`src/tsc_defs.vh`:
```
`ifndef TSC_DEFS_VH
`define TSC_DEFS_VH

// Register byte offsets
`define TSC_OFS_T1 12'h000
`define TSC_OFS_T2 12'h004
`define TSC_OFS_ACT 12'h008
`define TSC_OFS_WDAY 12'h00C
`define TSC_OFS_TIME 12'h010
`define TSC_OFS_DATE 12'h014
`define TSC_OFS_FLAGS 12'h018
`define TSC_OFS_CTRL 12'h01C

// Timer setpoint register fields: sec [5:0], min [13:8], hour [20:16]
`define TSC_SEC_LSB 0
`define TSC_MIN_LSB 8
`define TSC_HOUR_LSB 16
// Active setpoint register: day-of-month in [28:24]
`define TSC_DAY_LSB 24
// Date register: weekday [2:0] (0 = Monday), day-of-month [12:8]
`define TSC_WDAY_LSB 0
`define TSC_MDAY_LSB 8

// Reset values
`define TSC_T1_HOUR_RST 5'h08
`define TSC_T2_HOUR_RST 5'h11
`define TSC_ZERO6 6'h00
`define TSC_ACT_HOUR_RST 5'h0C
`define TSC_ACT_DAY_RST 5'h01
`define TSC_WDAY_EN_RST 7'h1F

// Counter limits
`define TSC_SEC_MAX 6'h3B
`define TSC_MIN_MAX 6'h3B
`define TSC_HOUR_MAX 5'h17
`define TSC_WDAY_MAX 3'h6
`define TSC_MDAY_MAX 5'h1F
`define TSC_MDAY_MIN 5'h01

// Clock rate and one-second tick
`define TSC_CLK_HZ 40000000
`define TSC_TICK_PERIOD_S 1

// AXI responses
`define TSC_RESP_OKAY 2'h0
`define TSC_RESP_SLVERR 2'h2

`endif

```
`src/tsc_clock_counter.v`:
```
`timescale 1ns/1ps
`default_nettype none
`include "tsc_defs.vh"

// Calendar counter advanced by a one-second tick, loadable by software
module tsc_clock_counter (
  // Clock and reset
  input wire aclk,
  input wire aresetn,
  // Advance and load
  input wire tick,
  input wire load_time,
  input wire load_date,
  input wire [31:0] load_data,
  // Current time
  output reg [5:0] sec,
  output reg [5:0] min,
  output reg [4:0] hour,
  output reg [2:0] wday,
  output reg [4:0] mday
);

  // Load wins over tick so a write is never overwritten
  always @(posedge aclk) begin
    if (!aresetn) begin
      sec <= `TSC_ZERO6;
      min <= `TSC_ZERO6;
      hour <= 5'h00;
      wday <= 3'h0;
      mday <= `TSC_MDAY_MIN;
    end else if (load_time || load_date) begin
      if (load_time) begin
        sec <= load_data[`TSC_SEC_LSB +: 6];
        min <= load_data[`TSC_MIN_LSB +: 6];
        hour <= load_data[`TSC_HOUR_LSB +: 5];
      end
      if (load_date) begin
        wday <= load_data[`TSC_WDAY_LSB +: 3];
        mday <= load_data[`TSC_MDAY_LSB +: 5];
      end
    end else if (tick) begin
      if (sec != `TSC_SEC_MAX) begin
        sec <= sec + 6'h01;
      end else begin
        sec <= `TSC_ZERO6;
        if (min != `TSC_MIN_MAX) begin
          min <= min + 6'h01;
        end else begin
          min <= `TSC_ZERO6;
          if (hour != `TSC_HOUR_MAX) begin
            hour <= hour + 5'h01;
          end else begin
            // Midnight: no month length table, day wraps after 31
            hour <= 5'h00;
            wday <= (wday == `TSC_WDAY_MAX) ? 3'h0 : wday + 3'h1;
            mday <= (mday == `TSC_MDAY_MAX) ? `TSC_MDAY_MIN : mday + 5'h01;
          end
        end
      end
    end
  end

endmodule // tsc_clock_counter
`default_nettype wire

```
`src/tsc_time_setpoint_comparator.v`:
```
`timescale 1ns/1ps
`default_nettype none
`include "tsc_defs.vh"

module tsc_time_setpoint_comparator #(
  parameter TICK_CYCLES = `TSC_CLK_HZ * `TSC_TICK_PERIOD_S
) (
  // Clock and reset
  input wire aclk,
  input wire aresetn,
  // AXI4-Lite write address
  input wire [11:0] s_axi_awaddr,
  input wire s_axi_awvalid,
  output wire s_axi_awready,
  // AXI4-Lite write data
  input wire [31:0] s_axi_wdata,
  input wire [3:0] s_axi_wstrb,
  input wire s_axi_wvalid,
  output wire s_axi_wready,
  // AXI4-Lite write response
  output reg [1:0] s_axi_bresp,
  output reg s_axi_bvalid,
  input wire s_axi_bready,
  // AXI4-Lite read address
  input wire [11:0] s_axi_araddr,
  input wire s_axi_arvalid,
  output wire s_axi_arready,
  // AXI4-Lite read data
  output reg [31:0] s_axi_rdata,
  output reg [1:0] s_axi_rresp,
  output reg s_axi_rvalid,
  input wire s_axi_rready,
  // Time flags, bit 0 = timer one ... bit 6 = second
  output reg [6:0] time_flags
);

  // Range check shared by all six-bit setpoint fields
  function in_range6;
    input [5:0] v;
    begin
      in_range6 = (v <= `TSC_SEC_MAX);
    end
  endfunction

  // Settings
  reg [5:0] t1_sec, t1_min, t2_sec, t2_min, act_sec, act_min;
  reg [4:0] t1_hour, t2_hour, act_hour, act_day;
  reg [6:0] wday_en;
  reg tick_run;

  // Write channel capture; either channel may arrive first
  reg aw_held, w_held;
  reg [11:0] aw_addr;
  reg [31:0] w_data;
  reg [3:0] w_strb;
  wire wr_go;
  assign s_axi_awready = !aw_held && !s_axi_bvalid;
  assign s_axi_wready = !w_held && !s_axi_bvalid;
  assign wr_go = aw_held && w_held && !s_axi_bvalid;

  always @(posedge aclk) begin
    if (!aresetn) begin
      aw_held <= 1'b0;
      w_held <= 1'b0;
      aw_addr <= 12'h000;
      w_data <= 32'h0000_0000;
      w_strb <= 4'h0;
    end else begin
      if (s_axi_awvalid && s_axi_awready) begin
        aw_held <= 1'b1;
        aw_addr <= s_axi_awaddr;
      end else if (wr_go) begin
        aw_held <= 1'b0;
      end
      if (s_axi_wvalid && s_axi_wready) begin
        w_held <= 1'b1;
        w_data <= s_axi_wdata;
        w_strb <= s_axi_wstrb;
      end else if (wr_go) begin
        w_held <= 1'b0;
      end
    end
  end

  // Field decodes of the held write word
  wire [5:0] wr_sec = w_data[`TSC_SEC_LSB +: 6];
  wire [5:0] wr_min = w_data[`TSC_MIN_LSB +: 6];
  wire [4:0] wr_hour = w_data[`TSC_HOUR_LSB +: 5];
  wire [4:0] wr_day = w_data[`TSC_DAY_LSB +: 5];
  wire wr_full = (w_strb == 4'hF);
  // Out of range values are refused whole with SLVERR, so flags never see them
  wire t_ok = in_range6(wr_sec) && in_range6(wr_min) && (wr_hour <= `TSC_HOUR_MAX);
  wire act_ok = t_ok && (wr_day >= `TSC_MDAY_MIN);
  wire date_ok = (w_data[`TSC_WDAY_LSB +: 3] <= `TSC_WDAY_MAX) &&
                 (w_data[`TSC_MDAY_LSB +: 5] >= `TSC_MDAY_MIN);
  reg wr_ok;
  always @* begin
    case (aw_addr)
      `TSC_OFS_T1, `TSC_OFS_T2, `TSC_OFS_TIME: wr_ok = wr_full && t_ok;
      `TSC_OFS_ACT: wr_ok = wr_full && act_ok;
      `TSC_OFS_DATE: wr_ok = wr_full && date_ok;
      `TSC_OFS_WDAY, `TSC_OFS_CTRL: wr_ok = wr_full;
      default: wr_ok = 1'b0;
    endcase
  end
  wire wr_en = wr_go && wr_ok;

  // Setting registers, defaults restored on reset
  always @(posedge aclk) begin
    if (!aresetn) begin
      t1_hour <= `TSC_T1_HOUR_RST;
      t2_hour <= `TSC_T2_HOUR_RST;
      t1_min <= `TSC_ZERO6;
      t2_min <= `TSC_ZERO6;
      t1_sec <= `TSC_ZERO6;
      t2_sec <= `TSC_ZERO6;
      act_day <= `TSC_ACT_DAY_RST;
      act_hour <= `TSC_ACT_HOUR_RST;
      act_min <= `TSC_ZERO6;
      act_sec <= `TSC_ZERO6;
      wday_en <= `TSC_WDAY_EN_RST;
      tick_run <= 1'b1;
    end else if (wr_en) begin
      case (aw_addr)
        `TSC_OFS_T1: begin
          t1_sec <= wr_sec;
          t1_min <= wr_min;
          t1_hour <= wr_hour;
        end
        `TSC_OFS_T2: begin
          t2_sec <= wr_sec;
          t2_min <= wr_min;
          t2_hour <= wr_hour;
        end
        `TSC_OFS_ACT: begin
          act_sec <= wr_sec;
          act_min <= wr_min;
          act_hour <= wr_hour;
          act_day <= wr_day;
        end
        `TSC_OFS_WDAY: wday_en <= w_data[6:0];
        `TSC_OFS_CTRL: tick_run <= w_data[0];
        default: tick_run <= tick_run;
      endcase
    end
  end

  // Write response, one cycle after both channels are held
  always @(posedge aclk) begin
    if (!aresetn) begin
      s_axi_bvalid <= 1'b0;
      s_axi_bresp <= `TSC_RESP_OKAY;
    end else if (wr_go) begin
      s_axi_bvalid <= 1'b1;
      s_axi_bresp <= wr_ok ? `TSC_RESP_OKAY : `TSC_RESP_SLVERR;
    end else if (s_axi_bready) begin
      s_axi_bvalid <= 1'b0;
    end
  end

  // One-second tick divider; stopping it freezes the calendar for setting
  reg [25:0] div_cnt;
  wire tick = tick_run && (div_cnt == TICK_CYCLES[25:0] - 26'h1);
  always @(posedge aclk) begin
    if (!aresetn || !tick_run || tick) begin
      div_cnt <= 26'h0;
    end else begin
      div_cnt <= div_cnt + 26'h1;
    end
  end

  // Calendar counters
  wire [5:0] cur_sec, cur_min;
  wire [4:0] cur_hour, cur_mday;
  wire [2:0] cur_wday;
  tsc_clock_counter u_cnt (
    .aclk(aclk),
    .aresetn(aresetn),
    .tick(tick),
    .load_time(wr_en && aw_addr == `TSC_OFS_TIME),
    .load_date(wr_en && aw_addr == `TSC_OFS_DATE),
    .load_data(w_data),
    .sec(cur_sec),
    .min(cur_min),
    .hour(cur_hour),
    .wday(cur_wday),
    .mday(cur_mday)
  );

  // Time of day as a single number of seconds for ordered compare
  function [16:0] tod;
    input [4:0] h;
    input [5:0] m;
    input [5:0] s;
    begin
      tod = {12'h000, h} * 17'd3600 + {11'h000, m} * 17'd60 + {11'h000, s};
    end
  endfunction

  wire [16:0] now_tod = tod(cur_hour, cur_min, cur_sec);
  wire [6:0] wday_bit = 7'h01 << cur_wday;

  // Flags follow the counters every cycle, so each tick is re-evaluated
  always @(posedge aclk) begin
    if (!aresetn) begin
      time_flags <= 7'h00;
    end else begin
      // High while tod is at or past set time; midnight resets tod to 0 and clears it unless set at 00:00:00
      time_flags[0] <= now_tod >= tod(t1_hour, t1_min, t1_sec);
      time_flags[1] <= now_tod >= tod(t2_hour, t2_min, t2_sec);
      time_flags[2] <= |(wday_bit & wday_en);
      time_flags[3] <= cur_mday == act_day;
      time_flags[4] <= cur_hour == act_hour;
      time_flags[5] <= cur_min == act_min;
      time_flags[6] <= cur_sec == act_sec;
    end
  end

  // Read path; unmapped addresses answer SLVERR with zero data
  assign s_axi_arready = !s_axi_rvalid;
  always @(posedge aclk) begin
    if (!aresetn) begin
      s_axi_rvalid <= 1'b0;
      s_axi_rdata <= 32'h0000_0000;
      s_axi_rresp <= `TSC_RESP_OKAY;
    end else if (s_axi_arvalid && s_axi_arready) begin
      s_axi_rvalid <= 1'b1;
      s_axi_rresp <= `TSC_RESP_OKAY;
      case (s_axi_araddr)
        `TSC_OFS_T1: s_axi_rdata <= {11'h000, t1_hour, 2'h0, t1_min, 2'h0, t1_sec};
        `TSC_OFS_T2: s_axi_rdata <= {11'h000, t2_hour, 2'h0, t2_min, 2'h0, t2_sec};
        `TSC_OFS_ACT: s_axi_rdata <= {3'h0, act_day, 3'h0, act_hour, 2'h0, act_min,
                                      2'h0, act_sec};
        `TSC_OFS_WDAY: s_axi_rdata <= {25'h000_0000, wday_en};
        `TSC_OFS_TIME: s_axi_rdata <= {11'h000, cur_hour, 2'h0, cur_min, 2'h0, cur_sec};
        `TSC_OFS_DATE: s_axi_rdata <= {19'h0_0000, cur_mday, 5'h00, cur_wday};
        `TSC_OFS_FLAGS: s_axi_rdata <= {25'h000_0000, time_flags};
        `TSC_OFS_CTRL: s_axi_rdata <= {31'h0000_0000, tick_run};
        default: begin
          s_axi_rdata <= 32'h0000_0000;
          s_axi_rresp <= `TSC_RESP_SLVERR;
        end
      endcase
    end else if (s_axi_rready) begin
      s_axi_rvalid <= 1'b0;
    end
  end

endmodule // tsc_time_setpoint_comparator
`default_nettype wire
```
`config.mk`:
```
export PLATFORM = sky130hd
export DESIGN_NAME = tsc_time_setpoint_comparator
export DESIGN_NICKNAME = d
export VERILOG_FILES = /design/src/tsc_clock_counter.v /design/src/tsc_time_setpoint_comparator.v
export VERILOG_INCLUDE_DIRS = /design/src /design/src/src
export SDC_FILE = /design/constraint.sdc
export NUM_CORES = 1
export LEC_CHECK = 0
export ABC_AREA = 1
export BUFFER_PORTS_ARGS = -buffer_cell sky130_fd_sc_hd__buf_4
export CORE_MARGIN = 2
export CORE_UTILIZATION = 45
export DETAILED_ROUTE_END_ITERATION = 8
export HOLD_SLACK_MARGIN = 0.02
export SLEW_MARGIN = 30
export SYNTH_ARGS = -nofsm -noshare
export SYNTH_HDL_FRONTEND = slang
export SYNTH_SLANG_ARGS = --single-unit
```
`constraint.sdc`:
```
create_clock -name aclk -period 14.5 [get_ports aclk]
set_input_delay 2.9 -clock aclk [delete_from_list [all_inputs] [get_ports aclk]]
set_output_delay 2.9 -clock aclk [all_outputs]
set_load 0.02 [all_outputs]
```
# --- Word-level counts from Yosys, hierarchy flattened ---
# Index checks and enable logic that the tools add are counted.
totals:
  elab_cells: 173
  ff_bits: 207
  output_inout_bits: 48
op_classes:
  reduce_logical: 47
  order_cmp: 8
  n_mul: 6
  n_mux: 40
  n_eq_ne: 29
  bitwise_logic: 1
  shifts: 1
  addsub: 12
ops:
  columns: ["cell", "count"]
  rows:
  - ["case mux 29 bit (8 select lines)", 1]
  - ["== test 12 x 5 -> 1 bit, second input constant", 7]
  - ["two-way mux 5 bit", 13]
  - ["two-way mux 6 bit", 9]
  - ["adder 17 x 12 -> 17 bit", 3]
  - ["adder 17 x 6 -> 17 bit", 3]
  - ["== test 12 x 4 -> 1 bit, second input constant", 4]
  - ["multiplier 5 x 8 -> 13 bit, second input constant", 3]
  - ["greater-or-equal comparator 17 bit", 2]
  - ["multiplier 6 x 4 -> 10 bit, second input constant", 3]
  - ["adder 26 x 1 -> 26 bit, second input constant", 1]
  - ["== test 26 bit, second input constant", 1]
  - ["== test 12 x 3 -> 1 bit, second input constant", 2]
  - ["logical NOT 12 bit", 2]
  - ["two-way mux 3 bit", 7]
  - ["logical AND 1 bit", 18]
  - ["adder 6 x 1 -> 6 bit, second input constant", 2]
  - ["== test 6 bit", 2]
  - ["less-or-equal comparator 6 bit, second input constant", 2]
  - ["!= test 6 bit, second input constant", 2]
  - ["AND reduction 2 bit", 6]
  - ["adder 5 x 1 -> 5 bit, second input constant", 2]
  - ["== test 5 bit", 2]
  - ["greater-or-equal comparator 5 x 1 -> 1 bit, second input constant", 2]
  - ["23 further kinds", 45]

# --- Logic depth before layout (Yosys ltp) ---
depth:
  depth_word: 11
  mapped_depth: 32

# --- By module ---
# Synthesis repeated with hierarchy kept, for this count alone.
hier_totals:
  cells_unflattened: 2177
  area_unflattened_um2: 15334.7
modules_own_cells:
  columns: ["mod", "cells_each", "area_per_inst_um2", "n_inst", "seq_area_each_um2"]
  rows:
  - ["tsc_time_setpoint_comparator", 1924, 13710.6, 1, 3483.3]
  - ["tsc_clock_counter", 253, 1624.1, 1, 500.5]

# --- Worst setup path before layout ---
# OpenSTA, ideal clock, no wires.
synth_path:
  path_type: "register to register"
  start: "register t1_min[3]"
  end: "register time_flags[0]"
  t_arrival_ns: 4.791
  n_path_buf: 0
  path_slack_ns: 9.638
  required_time_ns: 14.430
  stages_incl_launch_ff: 26
  setup_time_ns: 0.070
  cell_sequence: "dfxtp_1 -> inv_1 -> fa_1 -> fa_1 -> inv_1 -> ha_1 -> a21oi_1 -> nand2_1 -> a21oi_1 -> o21ai_0 -> a21o_1 -> a21oi_1 -> xnor2_1 -> ha_1 -> ha_1 -> inv_1 -> nor4_1 -> nand2_1 -> o2111ai_1 -> nand3b_1 -> xnor2_1 -> ha_1 -> nand2_1 -> nor2_1 -> nand2_1 -> a21oi_1"
synth_between:
  elab_chain_len: 4
synth_rtl:
  columns: ["element", "line_no", "text"]
  rows:
  - ["from (decl)", "tsc_time_setpoint_comparator.v:46", "reg [5:0] t1_sec, t1_min, t2_sec, t2_min, act_sec, act_min;"]
  - ["from (signal assigned)", "tsc_time_setpoint_comparator.v:113", "t1_min <= `TSC_ZERO6;"]
  - ["from (signal assigned)", "tsc_time_setpoint_comparator.v:127", "t1_min <= wr_min;"]
  - ["multiplier 6 x 4 -> 10 bit", "tsc_time_setpoint_comparator.v:196", "tod = {12'h000, h} * 17'd3600 + {11'h000, m} * 17'd60 + {11'h000, s};"]
  - ["adder 17 x 12 -> 17 bit", "tsc_time_setpoint_comparator.v:196", null]
  - ["adder 17 x 6 -> 17 bit", "tsc_time_setpoint_comparator.v:196", null]
  - ["greater-or-equal comparator 17 bit", "tsc_time_setpoint_comparator.v:209", "time_flags[0] <= now_tod >= tod(t1_hour, t1_min, t1_sec);"]
  - ["to (signal assigned)", "tsc_time_setpoint_comparator.v:209", null]
  - ["to (decl)", "tsc_time_setpoint_comparator.v:34", "output reg [6:0] time_flags"]
# Every way passes these cells.
# A chain may end at the register's enable or synchronous reset.

# --- Worst setup path in the final report ---
layout_path:
  start: "register u_cnt.min[4]"
  end: "register time_flags[1]"
layout_between:
  elab_chain_len: 4
layout_rtl:
  columns: ["element", "line_no", "text"]
  rows:
  - ["from (decl)", "tsc_clock_counter.v:17", "output reg [5:0] min,"]
  - ["from (signal assigned)", "tsc_clock_counter.v:27", "min <= `TSC_ZERO6;"]
  - ["from (signal assigned)", "tsc_clock_counter.v:34", "min <= load_data[`TSC_MIN_LSB +: 6];"]
  - ["from (signal assigned)", "tsc_clock_counter.v:47", "min <= min + 6'h01;"]
  - ["multiplier 6 x 4 -> 10 bit", "tsc_time_setpoint_comparator.v:196", null]
  - ["adder 17 x 12 -> 17 bit", "tsc_time_setpoint_comparator.v:196", null]
  - ["adder 17 x 6 -> 17 bit", "tsc_time_setpoint_comparator.v:196", null]
  - ["greater-or-equal comparator 17 bit", "tsc_time_setpoint_comparator.v:210", "time_flags[1] <= now_tod >= tod(t2_hour, t2_min, t2_sec);"]
  - ["to (signal assigned)", "tsc_time_setpoint_comparator.v:210", null]
# Every way passes these cells.

==> impl_metrics.tcl <==
set metrics [dict create \
    drt_wl_total_um 39800 \
    rrSetupSlack_ns 9.01 \
    reg2reg_depth 27 \
    ys_ff_latch 190 \
    slew-limit-headroom_pct 35.0 \
    syn-instance-count 1962 \
    outcome "complete, no violations" \
    synthesis.area_um2 14800 \
    num_vias 13000 \
    yosys.area.top_type "dfxtp_1" \
    required_ns 14.81 \
    post_drt_wl_per_cell_um 16.1 \
    fin_crit_sh_pct 37.9 \
    buffer_ports.inserted 94 \
    layout-drive-gt1-share_pct 10.5 \
    synth-main-ff-cell "dfxtp_1" \
    finalClockSkew_ns 0.0154 \
    yosysMostFrequentCell "nand2_1" \
    rsz0062_at_grt "false" \
    die_w_um 186 \
    grt_max_degree 80 \
    ant_nets 0 \
    place.gp.congestion 0.907 \
    finalHoldViolCount 0 \
    finalPower_mw 1.09 \
    setup_viol 0 \
    cts_tree "done" \
    grt_usage_pct 23.7 \
    antenna_found_initial 0 \
    synth-edff-count 0 \
    power_frac_seq_pct 50.6 \
    grt_pass1_wl_um 63300 \
    cap_violations 0 \
    slew_violations 0 \
    yosys-top-cells-area "dfxtp_1, ha_1, nand2_1" \
    worstHoldStart "div_cnt[0]$_SDFF_PP0_" \
    yosysTopAreaCellShare_pct 25.6 \
    internal-power_mw 0.788 \
    async_flop_share_pct 0 \
    reg2reg_to "time_flags[1]$_SDFF_PN0_" \
    clk_pin_slew_ns 0.08 \
    clk_latency_ns 0.46 \
    yosys.cell_types.count 54 \
    start_util_pct 45.6 \
    crit_path_start_kind "register" \
    clock_path_buffers 2 \
    vias_per_cell 5.24 \
    synth.top_cells.by_count "nand2_1, inv_1, nor2_1" \
    drtIter0Drc 1026 \
    core_area_um2 32500 \
    power_frac_comb_pct 7.2 \
    powerDensity_nw_per_um2 66.5 \
    rows 66 \
    timing.fmax_mhz 182 \
    dp_hpwl_um 31200 \
    end_kind "register" \
    tightest_slew_ns 0.971 \
    cp_max_fo 7 \
    hold_class "reg -> reg" \
    p_sw_share_pct 27.7 \
    fin_nets 2327 \
    io_pins 115 \
    post_cts_buffers 0 \
    clock-sinks 190 \
    clock-root-buffer "clkbuf_16" \
    htreeDepth 4 \
    p_switching_mw 0.302 \
    syn_avg_cell_area_um2 7.56 \
    grt_pass1_vias 12200 \
    holdPathEnd "div_cnt[0]$_SDFF_PP0_" \
    ir_drop_mv 0.0976 \
    arrival_ns 5.80 \
    post_cts_resized 0 \
    fp.dieArea_um2 34400 \
    finalCriticalPeriod_ns 5.49 \
    drc 0 \
    yosys_warnings 0 \
    yosysSeqAreaShare_pct 25.6 \
    numCtsBuffers 17 \
    leakagePower_nw 7.93 \
    postCtsHoldBufs 0 \
    r2r-start "u_cnt.min[4]$_SDFFE_PN0P_" \
    dr.pass1.iters 5 \
    p_clk_share_pct 42.2 \
    area_delta_synth_final_pct 10.5 \
    path_class "reg -> reg" \
    grt.overflow.total 0 \
    antenna_cells 0 \
    die_h_um 186 \
    holdPathStages 1 \
    tns_ns 0 \
]
worst max-delay path, cell delays in order (launching register included):
cell	delay (ns)
dfxtp_1	0.57
inv_1	0.32
fa_1	0.52
fa_1	0.52
inv_1	0.04
ha_1	0.34
nand2_1	0.06
o21ai_0	0.25
nand2_1	0.08
nand2_1	0.07
a21oi_1	0.07
xnor2_1	0.20
ha_1	0.27
ha_1	0.38
nand2_1	0.10
o21ai_0	0.18
a21oi_1	0.09
xnor2_1	0.30
ha_1	0.30
nand2_1	0.07
nor2_1	0.04
a41o_1	0.21
nand3_1	0.09
nand2_1	0.06
nand2_1	0.06
nand2_1	0.04
nand2_1	0.05
a21oi_1	0.05
registers in the layout (all words and copies together), names as in the netlist, 6 cells and up:
signal       cells
act_sec          6
t2_sec           6
u_cnt.sec        6
u_cnt.min        6
s_axi_rdata     23
time_flags       7
w_data          23
div_cnt         26
act_min          6
t1_min           6
t1_sec           6
t2_min           6
wday_en          7
aw_addr         12
placed cells by master, fill, tap and decap left out, types with 6 or more instances in the layout:
master and instances:
nor2_1 224, nand2_1 301, xor2_1 56, o31ai_1 7
nand2_2 11, inv_1 287, nand3_1 79, a21oi_1 147
conb_1 11, nor3_1 12, fa_1 45, nor4_1 7
dfxtp_1 190, o21ai_0 103, o211ai_1 9, o21bai_1 15
buf_4 95, a211oi_1 10, o22ai_1 30, nor2_2 9
clkbuf_16 17, xnor2_1 40, inv_2 6, ha_1 188
a211oi_2 36, nand4_1 20
cell families after synthesis:
kind of cell	Yosys count	share of synthesized area [%]
AOI/OAI and AO/OA	391	16.7
xor gates and xnor gates	96	5.67
adders and majority gates	233	21.9
buffers and inverters	358	9.71
DFF	190	25.6
other	1	0.0253
and+or+nand+nor	693	20.3
cell type report:
class	count	area [um^2]
multi-input cells	1424	9630
flip-flops and latches	190	3800
inverters	297	1120
fillers	3322	16100
well taps	442	553
repair buffers	97	736
clock inverters	14	123
clock buffers	17	425
power groups by stage:
stage	combinational (mW)	sequential (mW)	clock (mW)
3_3_place_gp	0.0774	0.563	0
3_5_place_dp	0.0789	0.563	0
2_1_floorplan	0.0516	0.556	0
6_report	0.0787	0.552	0.460
4_1_cts	0.0789	0.551	0.470
5_1_grt	0.0875	0.553	0.487
worst max path at each step:
stage / from / endpoint / slack [ns] / depth (start not counted)
final: u_cnt.min[4]$_SDFFE_PN0P_ / time_flags[1]$_SDFF_PN0_ / 9.01 / 27
after floorplan: t1_min[3]$_SDFFE_PN0P_ / time_flags[0]$_SDFF_PN0_ / 9.64 / 25
after detailed placement: u_cnt.min[4]$_SDFFE_PN0P_ / time_flags[1]$_SDFF_PN0_ / 9.02 / 27
after global placement: u_cnt.min[4]$_SDFFE_PN0P_ / time_flags[1]$_SDFF_PN0_ / 9.07 / 27
after global routing: t1_min[3]$_SDFFE_PN0P_ / time_flags[0]$_SDFF_PN0_ / 8.53 / 25
after CTS: u_cnt.min[4]$_SDFFE_PN0P_ / time_flags[1]$_SDFF_PN0_ / 9.00 / 27
routing by layer:
layer	vias to the layer above	share of wire (%)	track usage (%)	wire length, um
met5	-	0	0	0
met4	0	2.7	7.81	1090
met3	52	6.0	4.09	2400
met2	336	44	37.0	17600
met1	6038	47	33.0	18800
li1	6579	-	-	-
stage by stage:
step | cell area (um^2) | worst slack [ns] | hold WS [ns] | std cells | util, %
6_report | 16400 | 9.01 | 0.448 | 2481 | 50.4
5_1_grt | 16400 | 8.53 | 0.472 | 2481 | 50.4
4_1_cts | 16400 | 9.00 | 0.452 | 2480 | 50.3
3_5_place_dp | 15800 | 9.02 | 0.436 | 2449 | 48.6
3_3_place_gp | 15800 | 9.07 | 0.428 | 2449 | 48.6
2_1_floorplan | 14900 | 9.64 | 0.418 | 1972 | -
Note: power is estimated with default switching activity, not from simulation.
